**src/rtl/obpm_pkg.sv**
```systemverilog
// constants and types for the bitmap palette map register bank
// assumes a 100 MHz system clock and an APB master on the register port
`default_nettype none

package obpm_pkg;

    // ****************************************
    // register map
    // ****************************************
    localparam int          ADDR_W      = 12;     // apb address width
    localparam logic [11:0] MAP_BASE    = 12'h000; // first map register
    localparam logic [11:0] MAP_SPAN    = 12'h040; // 16 map words
    localparam logic [11:0] CTRL_OFF    = 12'h040; // pixel mode control
    localparam logic [11:0] STAT_OFF    = 12'h044; // last lookup status
    localparam int          REG_IDX_LSB = 2;      // word index in paddr
    localparam int          REG_IDX_W   = 4;      // 16 map registers
    localparam int          ENT_IDX_W   = 5;      // window bit + entry

    // ****************************************
    // field layout
    // ****************************************
    localparam int          ENT_W       = 8;      // one palette address
    localparam int          PAIR_W      = 16;     // two entries per word
    localparam int          PIX_W       = 4;      // widest pixel value
    localparam int          MODE_W      = 2;      // mode field width
    localparam int          CTRL_W0_LSB = 0;      // window 0 mode field
    localparam int          CTRL_W1_LSB = 2;      // window 1 mode field
    localparam int          STAT_WIN    = 8;      // window of last lookup
    localparam logic [7:0]  ENT_RST     = 8'h00;  // entry reset value
    localparam logic [3:0]  CTRL_RST    = 4'h0;   // both windows 4-bit

    // ****************************************
    // entry numbers for narrow pixels
    // ****************************************
    localparam logic [3:0]  ENT_ZERO    = 4'h0;
    localparam logic [3:0]  ENT_2B_ONE  = 4'h5;
    localparam logic [3:0]  ENT_2B_TWO  = 4'ha;
    localparam logic [3:0]  ENT_TOP     = 4'hf;

    // ****************************************
    // types
    // ****************************************
    typedef enum logic [1:0] {
        MODE_4BPP = 2'b00,
        MODE_2BPP = 2'b01,
        MODE_1BPP = 2'b10,
        MODE_RSVD = 2'b11                         // treated as 4-bit
    } obpm_mode_t;

    typedef enum logic {
        ST_IDLE  = 1'b0,                          // no read pending
        ST_RDONE = 1'b1                           // read data registered
    } obpm_apb_st_t;

endpackage : obpm_pkg

`default_nettype wire

```
**src/rtl/obpm_map_if.sv**
```systemverilog
// carrier between the register bank control and the entry memory
// assumes both ends run on the same system clock
`default_nettype none

interface obpm_map_if;
    logic        wr_en;     // write a map register
    logic [3:0]  wr_reg;    // map register index
    logic [1:0]  wr_strb;   // even / odd entry enables
    logic [15:0] wr_data;   // odd entry high, even entry low
    logic        rd_en;     // bus read of a map register
    logic [3:0]  rd_reg;    // map register index
    logic [15:0] rd_data;   // registered pair
    logic        px_en;     // pixel lookup
    logic [4:0]  px_idx;    // window bit and entry number
    logic [7:0]  px_data;   // registered palette address

    modport ctl (output wr_en, wr_reg, wr_strb, wr_data,
                 output rd_en, rd_reg, px_en, px_idx,
                 input  rd_data, px_data);
    modport mem (input  wr_en, wr_reg, wr_strb, wr_data,
                 input  rd_en, rd_reg, px_en, px_idx,
                 output rd_data, px_data);
endinterface : obpm_map_if

`default_nettype wire

```
**src/rtl/obpm_map_mem.sv**
```systemverilog
// entry memory: 32 palette addresses, two windows of sixteen
// assumes one clock; reads return one cycle later from a register
`default_nettype none

module obpm_map_mem (
    input  wire logic clk_sys_i,   // system clock
    input  wire logic rst_n_i,     // synchronous reset, low
    obpm_map_if.mem   mp           // control side
);

    // ****************************************
    // storage
    // ****************************************
    localparam int DEPTH = 2 ** obpm_pkg::ENT_IDX_W;

    logic [obpm_pkg::ENT_W-1:0]  ent_r [DEPTH]; // all entries
    logic [obpm_pkg::PAIR_W-1:0] rd_r;          // bus read data
    logic [obpm_pkg::ENT_W-1:0]  px_r;          // pixel read data
    logic [4:0]                  w_even;        // even entry slot
    logic [4:0]                  w_odd;         // odd entry slot
    logic [4:0]                  r_even;
    logic [4:0]                  r_odd;

    assign w_even = {mp.wr_reg, 1'b0};
    assign w_odd  = {mp.wr_reg, 1'b1};
    assign r_even = {mp.rd_reg, 1'b0};
    assign r_odd  = {mp.rd_reg, 1'b1};

    // entries reset to zero, byte strobes pick the entry
    always_ff @(posedge clk_sys_i) begin
        if (!rst_n_i) begin
            for (int i = 0; i < DEPTH; i++) begin
                ent_r[i] <= obpm_pkg::ENT_RST;
            end
        end else if (mp.wr_en) begin
            if (mp.wr_strb[0]) begin
                ent_r[w_even] <= mp.wr_data[7:0];
            end
            if (mp.wr_strb[1]) begin
                ent_r[w_odd] <= mp.wr_data[15:8];
            end
        end
    end

    // registered read ports, old value on same-cycle write
    always_ff @(posedge clk_sys_i) begin
        if (!rst_n_i) begin
            rd_r <= '0;
            px_r <= obpm_pkg::ENT_RST;
        end else begin
            if (mp.rd_en) begin
                rd_r <= {ent_r[r_odd], ent_r[r_even]};
            end
            if (mp.px_en) begin
                px_r <= ent_r[mp.px_idx];
            end
        end
    end

    assign mp.rd_data = rd_r;
    assign mp.px_data = px_r;

    // ****************************************
    // checks
    // ****************************************
    a_even_write: assert property (@(posedge clk_sys_i)
        disable iff (!rst_n_i)
        mp.wr_en && mp.wr_strb[0] |=>
            ent_r[$past(w_even)] == $past(mp.wr_data[7:0]))
        else $error("even entry not written from low byte");

    a_odd_write: assert property (@(posedge clk_sys_i)
        disable iff (!rst_n_i)
        mp.wr_en && mp.wr_strb[1] |=>
            ent_r[$past(w_odd)] == $past(mp.wr_data[15:8]))
        else $error("odd entry not written from high byte");

    a_pixel_read: assert property (@(posedge clk_sys_i)
        disable iff (!rst_n_i)
        mp.px_en |=> px_r == $past(ent_r[mp.px_idx]))
        else $error("pixel lookup returned wrong entry");

endmodule : obpm_map_mem

`default_nettype wire

```
**src/rtl/obpm_top.sv**
```systemverilog
// bitmap palette map: apb register bank and pixel to palette lookup
// assumes an apb master on clk_sys_i and a pixel source that presents
// one pixel per valid cycle; the colour table takes clut_* one cycle on
//
// Decided for this implementation: the APB interface to the registers and the placing of the registers.
`default_nettype none

module obpm_top (
    input  wire logic        clk_sys_i,    // 100 MHz system clock
    input  wire logic        rst_n_i,      // synchronous reset, low
    input  wire logic [11:0] paddr_i,      // apb byte address
    input  wire logic        psel_i,       // apb select
    input  wire logic        penable_i,    // apb access phase
    input  wire logic        pwrite_i,     // apb direction
    input  wire logic [31:0] pwdata_i,     // apb write data
    input  wire logic [3:0]  pstrb_i,      // apb byte strobes
    output logic      [31:0] prdata_o,     // apb read data
    output logic             pready_o,     // apb ready
    output logic             pslverr_o,    // unmapped address
    input  wire logic        pix_valid_i,  // bitmap pixel present
    input  wire logic        pix_win_i,    // 0 window 0, 1 window 1
    input  wire logic [3:0]  pix_value_i,  // pixel value, low bits used
    output logic             clut_valid_o, // palette address valid
    output logic      [7:0]  clut_addr_o   // palette address
);

    // ****************************************
    // carrier to the entry memory
    // ****************************************
    obpm_map_if mp ();

    obpm_map_mem u_mem (
        .clk_sys_i (clk_sys_i),
        .rst_n_i   (rst_n_i),
        .mp        (mp.mem)
    );

    // ****************************************
    // address decode
    // ****************************************
    logic       is_map;       // one of the sixteen map words
    logic       is_ctrl;      // mode control word
    logic       is_stat;      // status word
    logic       is_bad;       // nothing decodes
    logic       setup;        // apb setup cycle
    logic       access;       // apb access cycle
    logic [3:0] reg_idx;      // map register index

    assign reg_idx = paddr_i[obpm_pkg::REG_IDX_LSB +: obpm_pkg::REG_IDX_W];
    assign is_map  = (paddr_i >= obpm_pkg::MAP_BASE)
                   && (paddr_i < obpm_pkg::MAP_BASE + obpm_pkg::MAP_SPAN)
                   && (paddr_i[1:0] == 2'b00);
    assign is_ctrl = (paddr_i == obpm_pkg::CTRL_OFF);
    assign is_stat = (paddr_i == obpm_pkg::STAT_OFF);
    assign is_bad  = !(is_map || is_ctrl || is_stat);
    assign setup   = psel_i && !penable_i;
    assign access  = psel_i && penable_i;

    // ****************************************
    // read wait state
    // ****************************************
    obpm_pkg::obpm_apb_st_t st_r;   // read progress
    obpm_pkg::obpm_apb_st_t st_nxt;
    logic [31:0]            prdata_r;   // held read word
    logic [31:0]            prdata_nxt;

    // read: data registered in first access cycle, ready in second
    always_comb begin
        st_nxt = st_r;
        case (st_r)
            obpm_pkg::ST_IDLE: begin
                if (access && !pwrite_i) begin
                    st_nxt = obpm_pkg::ST_RDONE;
                end
            end
            obpm_pkg::ST_RDONE: begin
                st_nxt = obpm_pkg::ST_IDLE;
            end
            default: begin
                st_nxt = obpm_pkg::ST_IDLE;
            end
        endcase
    end

    // state and read word registers
    always_ff @(posedge clk_sys_i) begin
        if (!rst_n_i) begin
            st_r     <= obpm_pkg::ST_IDLE;
            prdata_r <= '0;
        end else begin
            st_r     <= st_nxt;
            prdata_r <= prdata_nxt;
        end
    end

    assign pready_o  = access && (pwrite_i || st_r == obpm_pkg::ST_RDONE);
    assign pslverr_o = pready_o && is_bad;
    assign prdata_o  = prdata_r;

    // ****************************************
    // control and status registers
    // ****************************************
    logic [3:0] ctrl_r;        // window modes
    logic [3:0] ctrl_nxt;
    logic [7:0] last_addr_r;   // last palette address sent
    logic       last_win_r;    // window of that address
    logic       wr_ctrl;       // ctrl write this edge

    assign wr_ctrl  = pready_o && pwrite_i && is_ctrl && pstrb_i[0];
    assign ctrl_nxt = wr_ctrl ? pwdata_i[3:0] : ctrl_r;

    // mode control, software steers the lookup
    always_ff @(posedge clk_sys_i) begin
        if (!rst_n_i) begin
            ctrl_r <= obpm_pkg::CTRL_RST;
        end else begin
            ctrl_r <= ctrl_nxt;
        end
    end

    // read word: map pair, control, status; reserved bits zero
    always_comb begin
        prdata_nxt = prdata_r;
        if (access && !pwrite_i && st_r == obpm_pkg::ST_IDLE) begin
            prdata_nxt = '0;
            if (is_map) begin
                prdata_nxt[15:0] = mp.rd_data;
            end else if (is_ctrl) begin
                prdata_nxt[3:0] = ctrl_r;
            end else if (is_stat) begin
                prdata_nxt[7:0] = last_addr_r;
                prdata_nxt[obpm_pkg::STAT_WIN] = last_win_r;
            end
        end
    end

    // ****************************************
    // map port: bus side
    // ****************************************
    assign mp.wr_en   = pready_o && pwrite_i && is_map;
    assign mp.wr_reg  = reg_idx;
    assign mp.wr_strb = pstrb_i[1:0];
    assign mp.wr_data = pwdata_i[15:0];
    assign mp.rd_en   = setup && !pwrite_i && is_map;
    assign mp.rd_reg  = reg_idx;

    // ****************************************
    // pixel to entry
    // ****************************************
    // entry number for a pixel of the given depth
    function automatic logic [3:0] entry_of(
        input obpm_pkg::obpm_mode_t mode,
        input logic [3:0]           value
    );
        logic [3:0] e;
        e = value;
        case (mode)
            obpm_pkg::MODE_2BPP: begin
                case (value[1:0])
                    2'h1:    e = obpm_pkg::ENT_2B_ONE;
                    2'h2:    e = obpm_pkg::ENT_2B_TWO;
                    2'h3:    e = obpm_pkg::ENT_TOP;
                    default: e = obpm_pkg::ENT_ZERO;
                endcase
            end
            obpm_pkg::MODE_1BPP: begin
                e = value[0] ? obpm_pkg::ENT_TOP
                             : obpm_pkg::ENT_ZERO;
            end
            default: begin
                e = value;
            end
        endcase
        return e;
    endfunction : entry_of

    obpm_pkg::obpm_mode_t win_mode;  // mode of pixel's window
    logic [3:0]           ent_num;   // entry chosen

    assign win_mode = obpm_pkg::obpm_mode_t'(pix_win_i
        ? ctrl_r[obpm_pkg::CTRL_W1_LSB +: obpm_pkg::MODE_W]
        : ctrl_r[obpm_pkg::CTRL_W0_LSB +: obpm_pkg::MODE_W]);
    assign ent_num  = entry_of(win_mode, pix_value_i);
    assign mp.px_en  = pix_valid_i;
    assign mp.px_idx = {pix_win_i, ent_num};

    // ****************************************
    // colour lookup output
    // ****************************************
    logic px_win_d;    // window of pixel in flight

    // valid and window registered with the memory read, one cycle after the pixel
    always_ff @(posedge clk_sys_i) begin
        if (!rst_n_i) begin
            clut_valid_o <= 1'b0;
            px_win_d     <= 1'b0;
        end else begin
            clut_valid_o <= pix_valid_i;
            px_win_d     <= pix_win_i;
        end
    end

    assign clut_addr_o = mp.px_data;

    // status keeps the last address sent on
    always_ff @(posedge clk_sys_i) begin
        if (!rst_n_i) begin
            last_addr_r <= obpm_pkg::ENT_RST;
            last_win_r  <= 1'b0;
        end else if (clut_valid_o) begin
            last_addr_r <= mp.px_data;
            last_win_r  <= px_win_d;
        end
    end

    // ****************************************
    // checks
    // ****************************************
    a_zero_entry: assert property (@(posedge clk_sys_i)
        disable iff (!rst_n_i)
        pix_valid_i && pix_value_i == 4'h0 |-> ent_num == 4'h0)
        else $error("pixel zero not mapped to entry 0");

    a_four_bit: assert property (@(posedge clk_sys_i)
        disable iff (!rst_n_i)
        pix_valid_i && win_mode == obpm_pkg::MODE_4BPP
            |-> ent_num == pix_value_i)
        else $error("4-bit pixel not mapped to its own entry");

    a_two_bit_one: assert property (@(posedge clk_sys_i)
        disable iff (!rst_n_i)
        pix_valid_i && win_mode == obpm_pkg::MODE_2BPP
            && pix_value_i[1:0] == 2'h1 |-> ent_num == 4'h5)
        else $error("2-bit value 1 not mapped to entry 5");

    a_two_bit_two: assert property (@(posedge clk_sys_i)
        disable iff (!rst_n_i)
        pix_valid_i && win_mode == obpm_pkg::MODE_2BPP
            && pix_value_i[1:0] == 2'h2 |-> ent_num == 4'ha)
        else $error("2-bit value 2 not mapped to entry 10");

    a_top_entry: assert property (@(posedge clk_sys_i)
        disable iff (!rst_n_i)
        pix_valid_i && ((win_mode == obpm_pkg::MODE_2BPP
            && pix_value_i[1:0] == 2'h3)
            || (win_mode == obpm_pkg::MODE_1BPP && pix_value_i[0]))
            |-> ent_num == 4'hf)
        else $error("top pixel value not mapped to entry 15");

    a_window_apart: assert property (@(posedge clk_sys_i)
        disable iff (!rst_n_i)
        pix_valid_i |-> mp.px_idx[4] == pix_win_i)
        else $error("pixel looked up in wrong window");

    a_lookup_valid: assert property (@(posedge clk_sys_i)
        disable iff (!rst_n_i)
        pix_valid_i |=> clut_valid_o ##1 last_addr_r == $past(clut_addr_o))
        else $error("palette address not sent one cycle on");

    a_reserved_zero: assert property (@(posedge clk_sys_i)
        disable iff (!rst_n_i)
        pready_o && !pwrite_i && is_map |-> prdata_o[31:16] == 16'h0000)
        else $error("reserved bits of a map word not zero");

    a_read_two_cycles: assert property (@(posedge clk_sys_i)
        disable iff (!rst_n_i)
        setup && !pwrite_i ##1 access && $stable(paddr_i)
            |-> !pready_o ##1 (pready_o || !access))
        else $error("read answer not in second access cycle");

    // ****************************************
    // bus and output checks
    // ****************************************
    // writes never wait
    a_write_no_wait: assert property (@(posedge clk_sys_i)
        disable iff (!rst_n_i)
        access && pwrite_i |-> pready_o)
        else $error("write not answered in first access cycle");

    // a refused transfer touches no register
    a_bad_no_write: assert property (@(posedge clk_sys_i)
        disable iff (!rst_n_i)
        pslverr_o |-> !mp.wr_en && !wr_ctrl)
        else $error("refused transfer changed a register");

    // modes move only on a control write
    a_ctrl_hold: assert property (@(posedge clk_sys_i)
        disable iff (!rst_n_i)
        !wr_ctrl |=> ctrl_r == $past(ctrl_r))
        else $error("mode control changed without a write");

    // one palette strobe per pixel, one cycle on
    a_clut_pulse: assert property (@(posedge clk_sys_i)
        disable iff (!rst_n_i)
        clut_valid_o == $past(pix_valid_i))
        else $error("palette valid not one cycle after pixel");

    // unused control bits read as zero
    a_ctrl_upper: assert property (@(posedge clk_sys_i)
        disable iff (!rst_n_i)
        pready_o && !pwrite_i && is_ctrl |-> prdata_o[31:4] == 28'h0)
        else $error("unused control bits not zero");

    // status keeps the window of the address sent
    a_stat_window: assert property (@(posedge clk_sys_i)
        disable iff (!rst_n_i)
        clut_valid_o |=> last_win_r == $past(px_win_d))
        else $error("status window not the window of the lookup");

endmodule : obpm_top

`default_nettype wire

```
**config.mk**
```make
export PLATFORM = sky130hd
export DESIGN_NAME = obpm_top
export DESIGN_NICKNAME = d
export VERILOG_FILES = /design/src/rtl/obpm_pkg.sv /design/src/rtl/obpm_map_if.sv /design/src/rtl/obpm_map_mem.sv /design/src/rtl/obpm_top.sv
export SDC_FILE = /design/constraint.sdc
export NUM_CORES = 1
export LEC_CHECK = 0
export BUFFER_PORTS_ARGS = -buffer_cell sky130_fd_sc_hd__buf_2
export CAP_MARGIN = 20
export CORE_MARGIN = 4
export CORE_UTILIZATION = 45
export DETAILED_ROUTE_END_ITERATION = 6
export GPL_TIMING_DRIVEN = 1
export PLACE_DENSITY = 0.73
export SLEW_MARGIN = 25
export SYNTH_ARGS = -nofsm -noshare
export SYNTH_HDL_FRONTEND = slang
export SYNTH_SLANG_ARGS = --single-unit
```
**constraint.sdc**
```tcl
create_clock -name clk_sys_i -period 5.25 [get_ports clk_sys_i]
set_input_delay 0.2625 -clock clk_sys_i [delete_from_list [all_inputs] [get_ports clk_sys_i]]
set_output_delay 0.2625 -clock clk_sys_i [all_outputs]
set_load 0.005 [all_outputs]
```
==> metrics <==
core area=a little under 40000 um2; peak supply drop=approximately 0.29 mV; RSZ-0062 raised after global routing=false; Routed Antenna Nets=0; Achievable Freq=around 220 MHz; CP Capture Type=flip-flop; path type of the worst setup path=reg -> reg; Worst Path Required=5670 ps; synth warn=0; Slew Viols, Final=0; status=completed; TritonCTS Buffers=35; Initial Util=between 40 and 50%; drt total wl=roughly 56000 um; Final min period=between 4000 and 5000 ps; DP HPWL=between 40000 and 50000 um; TNS Setup=0 ps; Placement Cell Area=18180 um2; sequential element share of the synthesized area=50.21%; DRT iter0 DRCs=1967; TritonCTS clock tree=done; ANT cells=0; PortBufs=67; last weighted congestion value of the routability-driven placer=1.018; CP max FO=23; Post-Place Setup Slack=718.9 ps; initial antenna violation count=1; Post-synth EDFFs=~260; CP arrival=5040 ps; nets=between 1500 and 2000; design area=19310 um2; Hold Path Origin=pix_win_i; Die Width=205.5 um; worst reg2reg startpoint=ctrl_r[2]; Hold WS=66.60 ps; post-cts gate resize count=0; cell count of the worst reg-to-reg path=10; Clock Skews=22.43 ps; first drt pass iteration count=6; Tightest Pin Transition=approximately 1100 ps; mean post-synth cell area=11.17 um2; die height=a little over 200 um; CTS max path bufs=3; post-CTS setup buffers=0; row cnt=72; Async S/R FF share, synth=0%; FF+latch count, synth=312; Leakage Power=6.533 nW; Synth Cell Area=17540 um2; Hold EP=px_win_d; share of layout cells above drive strength 1=16.79%; Min-Delay Path Class=in -> reg; total global routing overflow=0; pwr/cell area=a little over 300 nW/um2; Distinct cells, synth=54; first-pass GRT wire length=82050 um; final worst slack=632.7 ps; Fin. Hold Viols=0; Synth Instances=1571; via count=13440; Layout Utilization=between 50% and 60%; reg2reg setup slack=630 ps; clock-pin transition on the worst setup and hold timing paths=roughly 60 ps; worst rel slew slack=29.37%; Max Cap Viol=0; vias in the first global route=between 10000 and 15000; Final Cycle Share=87.95%; gr usage total=26.49%; DP Cell Count=2053; non-filler instance count after layout=2114; Root Driver=clkbuf_16; Power Total=5.968 mW; routed vias/inst=6.357; H-Tree Depth=2; Sink Count=312; Syn-to-layout area delta=10.05%; insertion delay to the later sink of the worst-skew pair=between 500 and 600 ps; Die Footprint=42210 um2; Final Setup Violations=0; Top FF cell, synth=edfxtp_1; Reg-to-Reg End=u_mem.mp.px_data[6]; WL per Instance=26.69 um; Hold Path Depth=2; largest net degree at the start of global routing=104; Post-CTS Hold Buffers=0; startpoint types=flip-flop; Remaining DRCs=0; Top-Level Pins=about 100
-- how the worst max path moves through the flow --
stage,endpoint,slack (ps),cells after the start,startpoint
final,u_mem.mp.px_data[6],630,10,ctrl_r[2]
after global routing,u_mem.mp.px_data[6],580,9,ctrl_r[2]
after CTS,u_mem.mp.px_data[6],900,11,ctrl_r[2]
after detailed placement,u_mem.mp.px_data[6],720,12,pix_win_i
after global placement,u_mem.mp.px_data[6],810,11,pix_win_i
after floorplan,u_mem.ent_r[17][0],2370,5,paddr_i[1]
-- Yosys cell counts, types with 10 or more instances --
cell / n / share of area (%)
and2_1: 260 / 9.3
edfxtp_1: 256 / 44
a21oi_1: 146 / 4.2
o21ai_0: 122 / 3.5
clkbuf_1: 98 / 2.1
mux4_2: 80 / 10
nand2_1: 72 / 1.5
dfxtp_1: 56 / 6.4
nor2_1: 54 / 1.2
nor2b_1: 36 / 1.3
nand2b_1: 26 / 0.93
nor3_1: 26 / 0.74
a221oi_1: 24 / 1.2
nand3_1: 22 / 0.63
or3_1: 22 / 0.78
buf_4: 19 / 0.81
buf_2: 18 / 0.51
nor2_4: 18 / 1.2
a22oi_1: 16 / 0.68
a211oi_1: 15 / 0.64
mux2i_1: 15 / 0.86
o22ai_1: 14 / 0.50
a21boi_0: 13 / 0.56
a2bb2oi_1: 12 / 0.60
buf_1: 12 / 0.26
o21a_1: 11 / 0.47
a21boi_1: 10 / 0.43
a31oi_1: 10 / 0.36
-- where the power goes --
part / internal (mW) / leakage, nW / switching, mW
registers: 2.79 / 2.88 / 0.119
logic: 0.242 / 3.11 / 0.388
clock network: 1.43 / 0.538 / 0.995
-- cells in the final DEF (no fill, tap or decap), types with 16 or more instances in the layout --
cell,synthesis,layout
conb_1,1,16
o21ai_1,1,29
dfxtp_1,56,56
buf_2,18,65
a22oi_1,16,16
clkbuf_16,0,35
nor2_4,18,19
nor2_1,54,53
mux4_2,80,80
nand2b_1,26,26
or3_1,22,22
and2_1,260,260
nor2b_1,36,36
nor3_1,26,26
buf_4,19,34
a21oi_1,146,146
edfxtp_1,256,256
o21ai_0,122,93
nand2_1,72,72
a221oi_1,24,24
nand3_1,22,22
-- layer usage --
| metal | GRT usage [%] | share of wire [%] |
|---|---|---|
| met4 | 8.517 | 4.1 |
| met3 | 4.429 | 9.4 |
| met1 | 34.23 | 37 |
| met2 | 45.77 | 49 |
| met5 | 0 | 0 |
-- registers in the layout, indices dropped and copies added, names as in the netlist --
signal            cells
st_r                  1
u_mem.mp.px_data      8
u_mem.mp.rd_data     16
prdata_o             16
clut_valid_o          1
px_win_d              1
last_addr_r           8
ctrl_r                4
last_win_r            1
u_mem.ent_r         256
-- cell families (layout without fill, tap and decap cells) --
family | Yosys count | after routing | synth area share (%)
AO/OA/AOI/OAI | 442 | 442 | 15.48
adder cells (fa/ha/maj) | 2 | 2 | 0.1426
buffers and inverters | 154 | 164 | 3.958
flip-flops | 312 | 312 | 50.21
multiplexers | 95 | 95 | 11.13
other | 1 | 16 | 0.02137
AND/OR/NAND/NOR | 565 | 565 | 19.06
-- final cells by class --
cell class,instances,area (um2)
clock buffers,41,898.4
clock inverters,20,226.5
fillers,3409,19250
inverters,4,15.01
multi-input cells,1120,8130
flip-flops and latches,312,8808
well taps,518,648.1
repair buffers,99,580.6
-- critical path, stage by stage, from the launching register on --
cell and delay, ps:
dfxtp_1 330, mux2i_1 650, ha_1 710, nand3b_1 760
buf_4 470, a21o_1 210, a21oi_1 140, o32ai_1 90
a2111oi_0 860, buf_4 230, a211oi_1 40
Note: power is estimated with default switching activity, not from simulation.
